**config.mk**
```make
export PLATFORM = sky130hd
export DESIGN_NAME = taos_aux_select
export DESIGN_NICKNAME = d
export VERILOG_FILES = /design/src/include/taos_pkg.sv /design/src/taos_aux_select.sv
export SDC_FILE = /design/constraint.sdc
export NUM_CORES = 1
export LEC_CHECK = 0
export BUFFER_PORTS_ARGS = -buffer_cell sky130_fd_sc_hd__buf_4
export CAP_MARGIN = 30
export CORE_MARGIN = 2
export CORE_UTILIZATION = 40
export DETAILED_ROUTE_END_ITERATION = 8
export MAX_ROUTING_LAYER = met4
export PLACE_DENSITY = 0.76
export SKIP_LAST_GASP = 1
export SLEW_MARGIN = 20
export SYNTH_ARGS = -nofsm -noshare
export SYNTH_HDL_FRONTEND = slang
export SYNTH_SLANG_ARGS = --single-unit
```
**constraint.sdc**
```tcl
create_clock -name clk_in -period 2.6 [get_ports clk_in]
set_input_delay 0.52 -clock clk_in [delete_from_list [all_inputs] [get_ports clk_in]]
set_output_delay 0.52 -clock clk_in [all_outputs]
set_load 0.02 [all_outputs]
```
**src/include/taos_pkg.sv**
```systemverilog
// Constants for the auxiliary test output register group
package taos_pkg;
  localparam int               REG_ADDR_WIDTH       = 6;
  localparam int               REG_DATA_WIDTH       = 8;
  localparam int               LEVEL_WIDTH          = 6;
  localparam int               PROBE_WIDTH          = 8;
  localparam int               PROBE_SEL_WIDTH      = 3;
  // Register offsets
  localparam logic [5:0]       SILICON_REVISION_ADDR = 6'h37;
  localparam logic [5:0]       AUX_OUTPUT_SELECT_ADDR = 6'h38;
  localparam logic [5:0]       TEST_LEVEL_ONE_ADDR  = 6'h39;
  localparam logic [5:0]       TEST_LEVEL_TWO_ADDR  = 6'h3a;
  // Reset values
  localparam logic [7:0]       AUX_OUTPUT_SELECT_RESET = 8'h00;
  localparam logic [5:0]       TEST_LEVEL_RESET     = 6'h00;
  // Field positions of the select register
  localparam int               FIRST_SOURCE_MSB     = 7;
  localparam int               FIRST_SOURCE_LSB     = 4;
  localparam int               SECOND_SOURCE_MSB    = 3;
  localparam int               SECOND_SOURCE_LSB    = 0;
  // Source codes
  typedef enum logic [3:0] {
    SRC_TRISTATE   = 4'h0,
    SRC_TEST_LEVEL = 4'h1,
    SRC_CORR_ONE   = 4'h2,
    SRC_CORR_TWO   = 4'h3,
    SRC_MIN_THRESH = 4'h4,
    SRC_CONV_I     = 4'h5,
    SRC_CONV_Q     = 4'h6,
    SRC_PROD_A     = 4'h7,
    SRC_PROD_B     = 4'h8,
    SRC_SECURE_CLK = 4'h9,
    SRC_HIGH       = 4'ha,
    SRC_LOW        = 4'hb,
    SRC_TX_ACTIVE  = 4'hc,
    SRC_RX_ACTIVE  = 4'hd,
    SRC_SUBCARRIER = 4'he,
    SRC_PROBE_BIT  = 4'hf
  } taos_source_type;
endpackage : taos_pkg

```
**src/taos_aux_select.sv**
```systemverilog
// Auxiliary test output register group and pin source selection
`timescale 1ns/1ns
`default_nettype none

module taos_aux_select
  import taos_pkg::*;
#(
  parameter logic [7:0] REVISION_CODE = 8'h5a  // Arbitrary value
)
(
  // Clock and reset
  input  wire logic                                 clk_in,
  input  wire logic                                 rst_n_in,
  // Register access from the host interface
  input  wire logic                                 reg_write_in,
  input  wire logic [taos_pkg::REG_ADDR_WIDTH-1:0]  reg_addr_in,
  input  wire logic [taos_pkg::REG_DATA_WIDTH-1:0]  reg_wdata_in,
  output logic      [taos_pkg::REG_DATA_WIDTH-1:0]  reg_rdata_out,
  // Probe bit select field of the first test select register
  input  wire logic [taos_pkg::PROBE_SEL_WIDTH-1:0] probe_bit_select_in,
  // Internal signals, all on the device clock
  input  wire logic                                 correlator_one_signal_in,
  input  wire logic                                 correlator_two_signal_in,
  input  wire logic                                 minimum_threshold_signal_in,
  input  wire logic                                 converter_i_signal_in,
  input  wire logic                                 converter_q_signal_in,
  input  wire logic                                 production_test_a_in,
  input  wire logic                                 production_test_b_in,
  input  wire logic                                 secure_clock_in,
  input  wire logic                                 transmit_in_progress_in,
  input  wire logic                                 receive_in_progress_in,
  input  wire logic                                 subcarrier_detected_in,
  input  wire logic [taos_pkg::PROBE_WIDTH-1:0]     probe_bus_in,
  // Auxiliary pins: enable low while driven
  output logic      [taos_pkg::LEVEL_WIDTH-1:0]     first_auxiliary_pin_out,
  output logic                                      first_auxiliary_pin_oe_n_out,
  output logic      [taos_pkg::LEVEL_WIDTH-1:0]     second_auxiliary_pin_out,
  output logic                                      second_auxiliary_pin_oe_n_out
);
  import taos_pkg::*;

  // Two pins, each steered by its own four-bit source field
  localparam int PIN_COUNT         = 2;
  localparam int FIRST_PIN         = 0;
  localparam int SECOND_PIN        = 1;
  localparam int SOURCE_CODE_WIDTH = $bits(taos_source_type);
  localparam int SOURCE_COUNT      = 1 << SOURCE_CODE_WIDTH;
  localparam int RESERVED_WIDTH    = REG_DATA_WIDTH - LEVEL_WIDTH;

  // Elaboration checks on the package constants
  if (PROBE_WIDTH != (1 << PROBE_SEL_WIDTH))
  begin : g_check_probe
    $error("Probe bus width must match the select field");
  end
  if (LEVEL_WIDTH >= REG_DATA_WIDTH)
  begin : g_check_level
    $error("Level field must leave reserved bits in its register");
  end
  if ((2 * SOURCE_CODE_WIDTH) != REG_DATA_WIDTH)
  begin : g_check_select
    $error("Select register must hold exactly two source fields");
  end
  if ((FIRST_SOURCE_MSB - FIRST_SOURCE_LSB + 1) != SOURCE_CODE_WIDTH)
  begin : g_check_first_field
    $error("First source field width does not match the code width");
  end
  if ((SECOND_SOURCE_MSB - SECOND_SOURCE_LSB + 1) != SOURCE_CODE_WIDTH)
  begin : g_check_second_field
    $error("Second source field width does not match the code width");
  end
  if (REG_ADDR_WIDTH != $bits(SILICON_REVISION_ADDR))
  begin : g_check_addr
    $error("Register offsets must match the address width");
  end

  // Address decode
  logic                         hit_revision;
  logic                         hit_select;
  logic                         hit_level_one;
  logic                         hit_level_two;

  // Register state and next values
  logic [REG_DATA_WIDTH-1:0]    aux_output_select_q;
  logic [REG_DATA_WIDTH-1:0]    aux_output_select_d;
  logic [LEVEL_WIDTH-1:0]       test_level_one_q;
  logic [LEVEL_WIDTH-1:0]       test_level_one_d;
  logic [LEVEL_WIDTH-1:0]       test_level_two_q;
  logic [LEVEL_WIDTH-1:0]       test_level_two_d;
  logic [REG_DATA_WIDTH-1:0]    rdata_d;
  logic [REG_DATA_WIDTH-1:0]    rdata_q;

  // One-bit sources indexed by code, and per-pin routing
  logic [SOURCE_COUNT-1:0]      source_bit;
  logic [SOURCE_CODE_WIDTH-1:0] pin_code  [PIN_COUNT];
  logic [LEVEL_WIDTH-1:0]       pin_level [PIN_COUNT];
  logic [LEVEL_WIDTH-1:0]       pin_value [PIN_COUNT];
  logic                         pin_oe_n  [PIN_COUNT];

  // Address decode; the revision hit only ever feeds the read path
  always_comb
  begin
    hit_revision  = 1'b0;
    hit_select    = 1'b0;
    hit_level_one = 1'b0;
    hit_level_two = 1'b0;
    if (reg_addr_in == SILICON_REVISION_ADDR)
    begin
      hit_revision = 1'b1;
    end
    else if (reg_addr_in == AUX_OUTPUT_SELECT_ADDR)
    begin
      hit_select = 1'b1;
    end
    else if (reg_addr_in == TEST_LEVEL_ONE_ADDR)
    begin
      hit_level_one = 1'b1;
    end
    else if (reg_addr_in == TEST_LEVEL_TWO_ADDR)
    begin
      hit_level_two = 1'b1;
    end
  end

  // Select register: both source fields are written as one byte
  always_comb
  begin
    aux_output_select_d = aux_output_select_q;
    if (reg_write_in && hit_select)
    begin
      aux_output_select_d = reg_wdata_in;
    end
  end

  always_ff @(posedge clk_in or negedge rst_n_in)
  begin
    if (!rst_n_in)
    begin
      aux_output_select_q <= AUX_OUTPUT_SELECT_RESET;
    end
    else
    begin
      aux_output_select_q <= aux_output_select_d;
    end
  end

  // Level registers keep only the level field; reserved bits are dropped
  always_comb
  begin
    test_level_one_d = test_level_one_q;
    test_level_two_d = test_level_two_q;
    if (reg_write_in && hit_level_one)
    begin
      test_level_one_d = reg_wdata_in[LEVEL_WIDTH-1:0];
    end
    if (reg_write_in && hit_level_two)
    begin
      test_level_two_d = reg_wdata_in[LEVEL_WIDTH-1:0];
    end
  end

  // Levels have no defined reset value; zero keeps the pins predictable
  always_ff @(posedge clk_in or negedge rst_n_in)
  begin
    if (!rst_n_in)
    begin
      test_level_one_q <= TEST_LEVEL_RESET;
      test_level_two_q <= TEST_LEVEL_RESET;
    end
    else
    begin
      test_level_one_q <= test_level_one_d;
      test_level_two_q <= test_level_two_d;
    end
  end

  // Read data; unmapped offsets read zero
  always_comb
  begin
    rdata_d = '0;
    if (hit_revision)
    begin
      rdata_d = REVISION_CODE;
    end
    else if (hit_select)
    begin
      rdata_d = aux_output_select_q;
    end
    else if (hit_level_one)
    begin
      rdata_d = {{RESERVED_WIDTH{1'b0}}, test_level_one_q};
    end
    else if (hit_level_two)
    begin
      rdata_d = {{RESERVED_WIDTH{1'b0}}, test_level_two_q};
    end
  end

  // Registered read costs a cycle but keeps the host path glitch free
  always_ff @(posedge clk_in or negedge rst_n_in)
  begin
    if (!rst_n_in)
    begin
      rdata_q <= '0;
    end
    else
    begin
      rdata_q <= rdata_d;
    end
  end

  assign reg_rdata_out = rdata_q;

  // Tristate and level codes carry no one-bit source; handled per pin
  always_comb
  begin
    source_bit                 = '0;
    source_bit[SRC_TRISTATE]   = 1'b0;
    source_bit[SRC_TEST_LEVEL] = 1'b0;
    source_bit[SRC_CORR_ONE]   = correlator_one_signal_in;
    source_bit[SRC_CORR_TWO]   = correlator_two_signal_in;
    source_bit[SRC_MIN_THRESH] = minimum_threshold_signal_in;
    source_bit[SRC_CONV_I]     = converter_i_signal_in;
    source_bit[SRC_CONV_Q]     = converter_q_signal_in;
    source_bit[SRC_PROD_A]     = production_test_a_in;
    source_bit[SRC_PROD_B]     = production_test_b_in;
    source_bit[SRC_SECURE_CLK] = secure_clock_in;
    source_bit[SRC_HIGH]       = 1'b1;
    source_bit[SRC_LOW]        = 1'b0;
    source_bit[SRC_TX_ACTIVE]  = transmit_in_progress_in;
    source_bit[SRC_RX_ACTIVE]  = receive_in_progress_in;
    source_bit[SRC_SUBCARRIER] = subcarrier_detected_in;
    source_bit[SRC_PROBE_BIT]  = probe_bus_in[probe_bit_select_in];
  end

  // Field extraction; the first pin owns the high nibble
  assign pin_code[FIRST_PIN]   = aux_output_select_q[FIRST_SOURCE_MSB:FIRST_SOURCE_LSB];
  assign pin_code[SECOND_PIN]  = aux_output_select_q[SECOND_SOURCE_MSB:SECOND_SOURCE_LSB];
  assign pin_level[FIRST_PIN]  = test_level_one_q;
  assign pin_level[SECOND_PIN] = test_level_two_q;

  // Routing stays combinational so the secure clock and flags are cycle-true
  for (genvar p = 0; p < PIN_COUNT; p++)
  begin : g_pin
    logic                   oe_n_v;
    logic [LEVEL_WIDTH-1:0] value_v;

    // One-bit sources are replicated across the whole pin value
    always_comb
    begin
      oe_n_v  = 1'b0;
      value_v = {LEVEL_WIDTH{source_bit[pin_code[p]]}};
      case (taos_source_type'(pin_code[p]))
        SRC_TRISTATE:
        begin
          oe_n_v  = 1'b1;
          value_v = '0;
        end
        SRC_TEST_LEVEL:
        begin
          value_v = pin_level[p];
        end
        default:
        begin
          oe_n_v = 1'b0;
        end
      endcase
    end

    assign pin_oe_n[p]  = oe_n_v;
    assign pin_value[p] = value_v;
  end

  // Output enable is low while a pin is driven
  assign first_auxiliary_pin_out       = pin_value[FIRST_PIN];
  assign first_auxiliary_pin_oe_n_out  = pin_oe_n[FIRST_PIN];
  assign second_auxiliary_pin_out      = pin_value[SECOND_PIN];
  assign second_auxiliary_pin_oe_n_out = pin_oe_n[SECOND_PIN];

endmodule : taos_aux_select
`default_nettype wire

```
==> results.toml, run 1 <==
[clock_network]
path_clk_slew_ns = 0.09
cts_htree_levels = 1
clock_sinks = 28
insertion_delay_ns = 0.27
cts_tree = "yes"
cts_root_buf = "clkbuf_8"
numCtsBuffers = 3
cts_setup_buffers = 0
ctsHoldBuffers = 0
cts.path.max_buffers = 2

[placed_design]
place_hpwl_um = 3320
place_area_sq_um = 2170
place_ws_ns = 0.189
gp_congestion = 0.846
portBuffers = 60

[die]
initial_core_util_pct = 41.9
die_area_sq_um = 4720
coreArea_sq_um = 4000
fp.dieW_um = 68.7
fp.dieH_um = 68.7
ios = 61
num_rows = 23

[detailed_routing]
drtIter0Drc = 96
drc_errors = 0
routed_wl_um = 4180
route.detailed.vias_per_inst = 5.40
wl_per_cell_um = 15.9
dr.pass1.iters = 4
via_count = 1419
ant_nets = 0

[hold_path]
hold_path.class = "in -> async"

[synthesis]
synth_area_leaders = "dfrtp_1 (42%), mux2_2 (12%), mux2i_1 (7.8%)"
avgSynthCellArea_sq_um = 10.9
synthMostInstantiatedCell = "dfrtp_1"
synth_common_cells = "dfrtp_1 (28), mux2_2 (18), mux2i_1 (13)"
yosysSeqAreaShare_pct = 41.9
synth_edf_count = 0
yosysTopAreaCell = "dfrtp_1"
synth_top_area_share_pct = 41.9
synthDistinctLibCells = 33
ys_ff_latch = 28
synthFlopType = "dfrtp_1"
syn-cell-area_sq_um = 1670
synthCells = 154
synth.net_count = 193
synth_warnings = 0
async_reset_ff_share_pct = 100

[setup_path]
max_stage_delay_ns = 0.46
crit_path_start_kind = "flop"
cp_cell_sequence = "nand2b_1 -> mux4_2 -> a211o_1 -> nand3_1 -> buf_4"
path_buf_inv = 1
slowest_stage = "mux4_2"
crit_arrival_ns = 2.00
critical_path_class = "reg -> out"
crit_path_end_kind = "primary output"
cpLargestDelayFamily = "multiplexers"
critPathMaxFanout = 6
crit_required_ns = 2.08

[sta]
rsz0062_at_grt = "no"
fin_crit_sh_pct = 97.1
setup_tns_ns = 0
slew_viol_final = 0
fin_ws_ns = 0.0752
max_slew_margin_pct = 65.0
fmax_mhz = 396
min_period_ns = 2.52
fin_skew_ns = 0.00145
max_slew.worst_pin.slew_ns = 0.523
hold_violations = 0
setup_viol = 0

[final_layout]
final_area_sq_um = 2230
area.growth.synth_to_final_pct = 33.1
fin_nets = 253
layout-drive-gt1-share_pct = 45.5
fill_cells = 355
num_antenna_cells = 0
fin_util_pct = 55.7

[job]
max_cap_violations = 0

[power_and_ir_drop]
pwr-share-comb_pct = 36.3
clockPowerShare_pct = 21.0
leakage_uw = 0.00111
power_switching_uw = 419
seq_power_share_pct = 42.7
p_int_uw = 845
p_sw_share_pct = 33.2
power.density_nw_per_um2 = 567
peakVddDrop_uv = 334

[status]
status = "complete, no violations"

[grt]
antenna_found_initial = 0
grt_overflow = 0
grt_max_degree = 29
grt_use_total_pct = 19.1
grt_pass1_vias = 1348
grt_pass1_wl_um = 6440
==> per-stage QoR <==
step,hold WS (ns),cells,power (uW)
after detailed placement,0.456,259,1000
after global routing,0.162,263,1330
after floorplan,0.224,154,801
after global placement,0.457,259,994
final,0.141,263,1260
after CTS,0.154,263,1270
==> layout by cell type, fill, tap and decap left out <==
master,instances
a211o_1,1
a211oi_1,1
a21oi_1,6
a22oi_1,6
and2b_1,1
and4b_1,1
buf_4,64
clkbuf_8,4
dfrtp_1,27
dfrtp_2,1
inv_1,3
mux2_1,3
mux2_2,18
mux2i_1,13
mux4_2,4
nand2_1,12
nand2b_1,5
nand3_1,6
nand3_2,1
nand4b_4,1
nor2_1,12
nor3_1,2
nor3_2,1
nor4_1,3
nor4b_1,1
nor4b_2,1
o2111a_1,1
o211a_1,1
o21ai_0,7
o21ai_1,2
o21ai_2,1
o221a_2,1
o2bb2ai_1,2
==> registers in the layout, summed over array words and instances, names as in the netlist <==
name and cells:
test_level_one_q 6, test_level_two_q 6, aux_output_select_q 8, reg_rdata_out 8
==> layout make-up <==
type	count	area (sq um)	share of cell area (%)
Multi-Input combinational cell	114	917	41.2
Sequential cell	28	702	31.5
Clock buffer	4	55.1	2.47
Inverter	3	11.3	0.505
Timing Repair Buffer	64	480	21.6
Tap cell	50	62.6	2.81
==> routing by layer <==
metal  vias to the layer above  global-route usage [%]  part of all wire [%]  wire (um)
met1                       692                    24.8                    45       1860
met4                         0                    3.68                  0.67         28
li1                        689                       -                     -          -
met3                         4                    2.60                   4.7        195
met2                        34                    32.2                    50       2100
met5                         -                       -                     0          0
==> what timing repair did <==
item | CTS | global route
setup endpoints to repair | 1 | 1
gates resized for setup | 1 | 1
hold endpoints to repair | 0 | 0
==> logic make-up after synthesis <==
family          count (synthesis)  share of synthesized area, %
compound gates                 29                          11.4
buf+inv                        12                          3.59
flops                          28                          41.9
mux                            38                          27.3
simple gates                   47                          15.8
==> final timing paths <==
kind	to	depth (start not counted)	startpoint	slack (ns)
setup / recovery	first_auxiliary_pin_out[5]	5	aux_output_select_q[5]$_DFFE_PN0P_	0.08
hold / removal	aux_output_select_q[6]$_DFFE_PN0P_	1	rst_n_in	0.14
setup reg to reg	reg_rdata_out[4]$_DFF_PN0_	5	aux_output_select_q[4]$_DFFE_PN0P_	1.42
hold reg to reg	test_level_one_q[0]$_DFFE_PN0P_	1	test_level_one_q[0]$_DFFE_PN0P_	0.55
max in group asynchronous	aux_output_select_q[0]$_DFFE_PN0P_	1	rst_n_in	2.17
min in group clk_in	aux_output_select_q[7]$_DFFE_PN0P_	2	reg_wdata_in[7]	0.47
==> power groups by stage <==
stage                     Sequential, uW  Clock (uW)  Combinational [uW]
after floorplan                      510           0                 291
after CTS                            538         271                 460
final                                540         266                 458
after detailed placement             546           0                 459
after global placement               544           0                 450
after global routing                 547         284                 497
No activity file was read; power rests on OpenSTA's default activity.
==> run 2: changes to the inputs <==
--- a/config.mk
+++ b/config.mk
@@ -7,13 +7,16 @@
 export LEC_CHECK = 0
 export BUFFER_PORTS_ARGS = -buffer_cell sky130_fd_sc_hd__buf_4
 export CAP_MARGIN = 30
+export CELL_PAD_IN_SITES_DETAIL_PLACEMENT = 1
+export CELL_PAD_IN_SITES_GLOBAL_PLACEMENT = 2
 export CORE_MARGIN = 2
-export CORE_UTILIZATION = 40
+export CORE_UTILIZATION = 30
 export DETAILED_ROUTE_END_ITERATION = 8
 export MAX_ROUTING_LAYER = met4
-export PLACE_DENSITY = 0.76
+export PLACE_DENSITY = 0.89
 export SKIP_LAST_GASP = 1
 export SLEW_MARGIN = 20
 export SYNTH_ARGS = -nofsm -noshare
 export SYNTH_HDL_FRONTEND = slang
 export SYNTH_SLANG_ARGS = --single-unit
+export TNS_END_PERCENT = 100
==> run 2 against run 1 <==
  * Wire length grew 12%
  * Power grew 1.5%
  * Utilization shrank 14 points
  * Final cell count grew 8.7%
==> results.toml, run 2 (synthesized netlist as in run 1, its figures left out) <==
[status]
status = "complete, no violations"

[setup_path]
cp_cell_sequence = "mux2i_1 -> mux4_2 -> a211o_2 -> nand3_1 -> buf_4"
critical_path_class = "reg -> out"
timing.rr.start = "aux_output_select_q[0]$_DFFE_PN0P_"
reg2reg_to = "reg_rdata_out[0]$_DFF_PN0_"
slowest_stage = "dfrtp_2"
crit_required_ns = 2.08
r2r_setup_slack_ns = 1.52
crit_path_start_kind = "flop"
max_stage_delay_ns = 0.48
critPathMaxFanout = 8
reg2regPathDepth = 5
crit_arrival_ns = 2.00
crit_path_end_kind = "primary output"

[grt]
grt_pass1_wl_um = 7590
grt_use_total_pct = 16.4
grt_overflow = 0
grt_max_degree = 29
antenna_found_initial = 0
grt_pass1_vias = 1491

[sta]
min_period_ns = 2.52
rsz0062_at_grt = "no"
max_slew_margin_pct = 60.9
slew_viol_final = 0
whs_ns = 0.147
setup_tns_ns = 0
fin_crit_sh_pct = 96.8
max_slew.worst_pin.slew_ns = 0.583
setup_viol = 0
hold_violations = 0
fin_skew_ns = 0.00233
fmax_mhz = 397

[detailed_routing]
via_count = 1450
drc_errors = 0
wl_per_cell_um = 16.4
ant_nets = 0
routed_wl_um = 4690
drtIter0Drc = 43
route.detailed.vias_per_inst = 5.07
dr.pass1.iters = 4

[die]
num_rows = 27
die_area_sq_um = 6190
ios = 61
coreArea_sq_um = 5440
initial_core_util_pct = 30.8
fp.dieW_um = 78.7
fp.dieH_um = 78.7

[power_and_ir_drop]
leakage_uw = 0.00111
p_sw_share_pct = 33.8
peakVddDrop_uv = 245
power.density_nw_per_um2 = 565
pwr-share-comb_pct = 36.2
power_switching_uw = 434
clockPowerShare_pct = 21.4
seq_power_share_pct = 42.4
p_int_uw = 850

[final_layout]
final_common_cell = "buf_4"
num_antenna_cells = 0
layout-drive-gt1-share_pct = 47.7
area.growth.synth_to_final_pct = 35.7
fin_nets = 254
fin_util_pct = 41.8
mostFrequentLayoutCells = "buf_4 (65), dfrtp_1 (24), mux2_2 (18)"
fill_cells = 625

[clock_network]
ctsHoldBuffers = 0
cts_root_buf = "clkbuf_8"
cts_htree_levels = 1
numCtsBuffers = 3
insertion_delay_ns = 0.28
cts.path.max_buffers = 2
clock_sinks = 28
path_clk_slew_ns = 0.09
cts_tree = "yes"

[hold_path]
hold_path.class = "in -> async"

[placed_design]
gp_congestion = 0.800
place_hpwl_um = 3640
portBuffers = 60

[job]
max_cap_violations = 0
## run 2: changes by cell type in the layout (fill, tap and decap cells not counted), sizes merged
cell / before / now
buf: 64 / 65
## run 2: worst max path at each step
stage / from / to / slack, ns / cells past startpoint
CTS: aux_output_select_q[4]$_DFFE_PN0P_ / first_auxiliary_pin_out[5] / 0.03 / 4
floorplan: probe_bit_select_in[0] / second_auxiliary_pin_out[1] / 0.17 / 5
global route: aux_output_select_q[5]$_DFFE_PN0P_ / first_auxiliary_pin_out[5] / 0.002 / 5
detailed placement: probe_bit_select_in[0] / first_auxiliary_pin_out[5] / 0.16 / 6
global placement: probe_bit_select_in[0] / first_auxiliary_pin_out[5] / 0.18 / 6
finish: aux_output_select_q[5]$_DFFE_PN0P_ / first_auxiliary_pin_out[5] / 0.08 / 5
## run 2: per-stage QoR
stage | power, uW | area, sq um | std cells | worst slack (ns)
3_5_place_dp | 1010 | 2190 | 280 | 0.162
2_1_floorplan | 801 | 1670 | 154 | 0.167
5_1_grt | 1360 | 2270 | 286 | 0.00233
6_report | 1280 | 2270 | 286 | 0.0833
4_1_cts | 1280 | 2250 | 284 | 0.0309
3_3_place_gp | 1000 | 2190 | 280 | 0.183
## run 2: cell type report
type                       instances  area, sq um  area share, %
tap                               72         90.1           3.97
sequential                        28          706           31.1
timing repair buffer              65          488           21.5
clock buffer                       4         55.1           2.42
multi-input combinational        114          921           40.6
inverter                           3         11.3          0.496
## run 2: per-layer routing
| metal | vias to the layer above | wire length, um | track usage [%] |
|---|---|---|---|
| met1 | 725 | 2020 | 21.0 |
| met2 | 31 | 2430 | 27.4 |
| met3 | 7 | 180 | 2.27 |
| li1 | 687 | - | - |
| met5 | - | 0 | - |
| met4 | 0 | 61 | 4.74 |
## run 2: critical path, delay by kind of cell (launching register included)
| kind | cells | cell delay, ns |
|---|---|---|
| mux | 2 | 0.60 |
| flops | 1 | 0.48 |
| compound gates | 1 | 0.40 |
| buf+inv | 1 | 0.15 |
| simple gates | 1 | 0.10 |
## run 2: what timing repair did
item	4_1_cts	5_1_grt
setup endpoints to repair	7	12
buffers inserted	0	2
gates resized for setup	2	4
hold endpoints to repair	0	0
pin swaps	0	0
## run 2: power groups by stage
stage / registers (uW) / clock network, uW / logic, uW
after global routing: 552 / 302 / 507
after CTS: 544 / 281 / 459
after global placement: 550 / 0 / 452
after floorplan: 510 / 0 / 291
final: 544 / 275 / 465
after detailed placement: 551 / 0 / 458
==> run 3: changes to the inputs <==
==> constraint.sdc (replaced) <==
create_clock -name clk_in -period 2.6 [get_ports clk_in]
set_input_delay 0.26 -clock clk_in [delete_from_list [all_inputs] [get_ports clk_in]]
set_output_delay 0.26 -clock clk_in [all_outputs]
set_load 0.02 [all_outputs]
==> run 3 against run 2 <==
  * Clock-buffer cell count shrank 1
  * Utilization decreased by 0.30 points
  * Final cell count fell by 1.0%
  * Via count up 0.41%
  * Critical endpoint is now second_auxiliary_pin_out[3]
  * Maximum frequency is 6.3% higher
  * Register-to-register slack got worse by 0.03 ns
  * Critical path depth is the same
  * Sequential power about the same
  * Combinational power shrank 3%
  * Die area unchanged
==> results.toml, run 3 (synthesized netlist as in run 1, its figures left out) <==
[status]
status = "complete, no violations"

[detailed_routing]
drtIter0Drc = 59
route.detailed.vias_per_inst = 5.14
drc_errors = 0
routed_wl_um = 4690
dr.pass1.iters = 4
wl_per_cell_um = 16.6
ant_nets = 0
via_count = 1456

[sta]
max_slew.worst_pin.slew_ns = 0.562
rsz0062_at_grt = "no"
hold_violations = 0
setup_tns_ns = 0
min_period_ns = 2.37
fin_ws_ns = 0.234
slew_viol_final = 0
whs_ns = 0.198
fin_crit_sh_pct = 91.0
setup_viol = 0
fmax_mhz = 423
fin_skew_ns = 0.00476
max_slew_margin_pct = 62.3

[placed_design]
place_ws_ns = 0.541
gp_congestion = 0.756
portBuffers = 60
place_hpwl_um = 3830

[grt]
grt_use_total_pct = 16.4
grt_pass1_wl_um = 7710
antenna_found_initial = 0
grt_pass1_vias = 1535
grt_overflow = 0
grt_max_degree = 29

[die]
fp.dieW_um = 78.7
ios = 61
initial_core_util_pct = 30.8
fp.dieH_um = 78.7
coreArea_sq_um = 5440
num_rows = 27
die_area_sq_um = 6190

[final_layout]
num_antenna_cells = 0
mostFrequentLayoutCells = "buf_4 (61), dfrtp_1 (28), mux2_2 (18)"
fin_util_pct = 41.5
fin_nets = 251
layout-drive-gt1-share_pct = 43.6
area.growth.synth_to_final_pct = 34.7
final_common_cell = "buf_4"

[clock_network]
cts_htree_levels = 1
cts_root_buf = "clkbuf_8"
cts_setup_buffers = 0
path_clk_slew_ns = 0.10
cts.path.max_buffers = 2
numCtsBuffers = 3
clock_sinks = 28
insertion_delay_ns = 0.28
cts_tree = "yes"

[power_and_ir_drop]
leakage_uw = 0.00111
power.total_uw = 1340
peakVddDrop_uv = 369
power.density_nw_per_um2 = 593

[setup_path]
path_buf_inv = 1
max_stage_delay_ns = 0.57
crit_required_ns = 2.34
crit_arrival_ns = 2.11
critical_path_class = "reg -> out"
slowest_stage = "dfrtp_1"
crit_path_start_kind = "flop"
cp_cell_sequence = "mux2_1 -> o221a_2 -> o21ai_1 -> o21ai_0 -> buf_4"
critPathMaxFanout = 11
cpLargestDelayFamily = "compound AO/OA/AOI/OAI gates"
crit_path_end_kind = "primary output"

[hold_path]
hold_path.class = "in -> reg"

[job]
max_cap_violations = 0
==> run 3: changes by cell type in the layout (fill, tap and decap cells not counted), sizes merged <==
cell,change
clkbuf,-1
buf,-4
dlygate4sd3,+1
bufinv,+1
==> run 3: repair_timing <==
action / in CTS / in global routing
hold buffers: 1 / 0
endpoints found under the hold margin: 28 / 0
resized for setup: 0 / 0
==> run 3: worst register-to-register path: cells and delay by family, from the launching register on <==
family          cells  cell delay (ns)
mux                 1             0.21
flops               1             0.50
compound gates      2             0.22
simple gates        1             0.06
==> run 3: stage by stage <==
stage | cells | area, sq um
floorplan | 154 | 1670
global placement | 278 | 2170
detailed placement | 278 | 2170
CTS | 283 | 2250
global route | 283 | 2250
finish | 283 | 2250
==> run 3: area by class of cell <==
class	instances	area (sq um)
Clock buffer	3	41.3
Clock inverter	1	30.0
Fill cell	620	3180
Inverter	3	11.3
Multi-Input combinational cell	114	913
Sequential cell	28	701
Tap cell	72	90.1
Timing Repair Buffer	62	468
==> run 3: metal layers <==
metal	track usage, %	routed length (um)	share of wire, %	vias to the layer above
li1	-	-	-	680
met1	19.6	2000	43	750
met2	29.3	2530	54	24
met3	3.07	146	3.1	2
met4	2.28	11	0.23	0
met5	-	0	0	-
==> run 3: final timing paths <==
path / to / slack, ns / from / depth (start not counted)
max reg2reg: reg_rdata_out[4]$_DFF_PN0_ / 1.49 / aux_output_select_q[4]$_DFFE_PN0P_ / 4
min: aux_output_select_q[7]$_DFFE_PN0P_ / 0.20 / reg_wdata_in[7] / 2
max in group asynchronous: aux_output_select_q[0]$_DFFE_PN0P_ / 1.89 / rst_n_in / 2
min reg2reg: test_level_one_q[4]$_DFFE_PN0P_ / 0.54 / test_level_one_q[4]$_DFFE_PN0P_ / 1
min in group asynchronous: aux_output_select_q[5]$_DFFE_PN0P_ / 0.43 / rst_n_in / 2
max: second_auxiliary_pin_out[3] / 0.23 / aux_output_select_q[0]$_DFFE_PN0P_ / 5
==> run 3: report_power, final <==
part / switching [uW] / internal, uW / total [uW] / leakage (uW)
combinational: 225 / 224 / 450 / 0.000692
clock: 137 / 206 / 343 / 0.0000357
sequential: 66.0 / 477 / 543 / 0.000377
total: 428 / 908 / 1340 / 0.00111
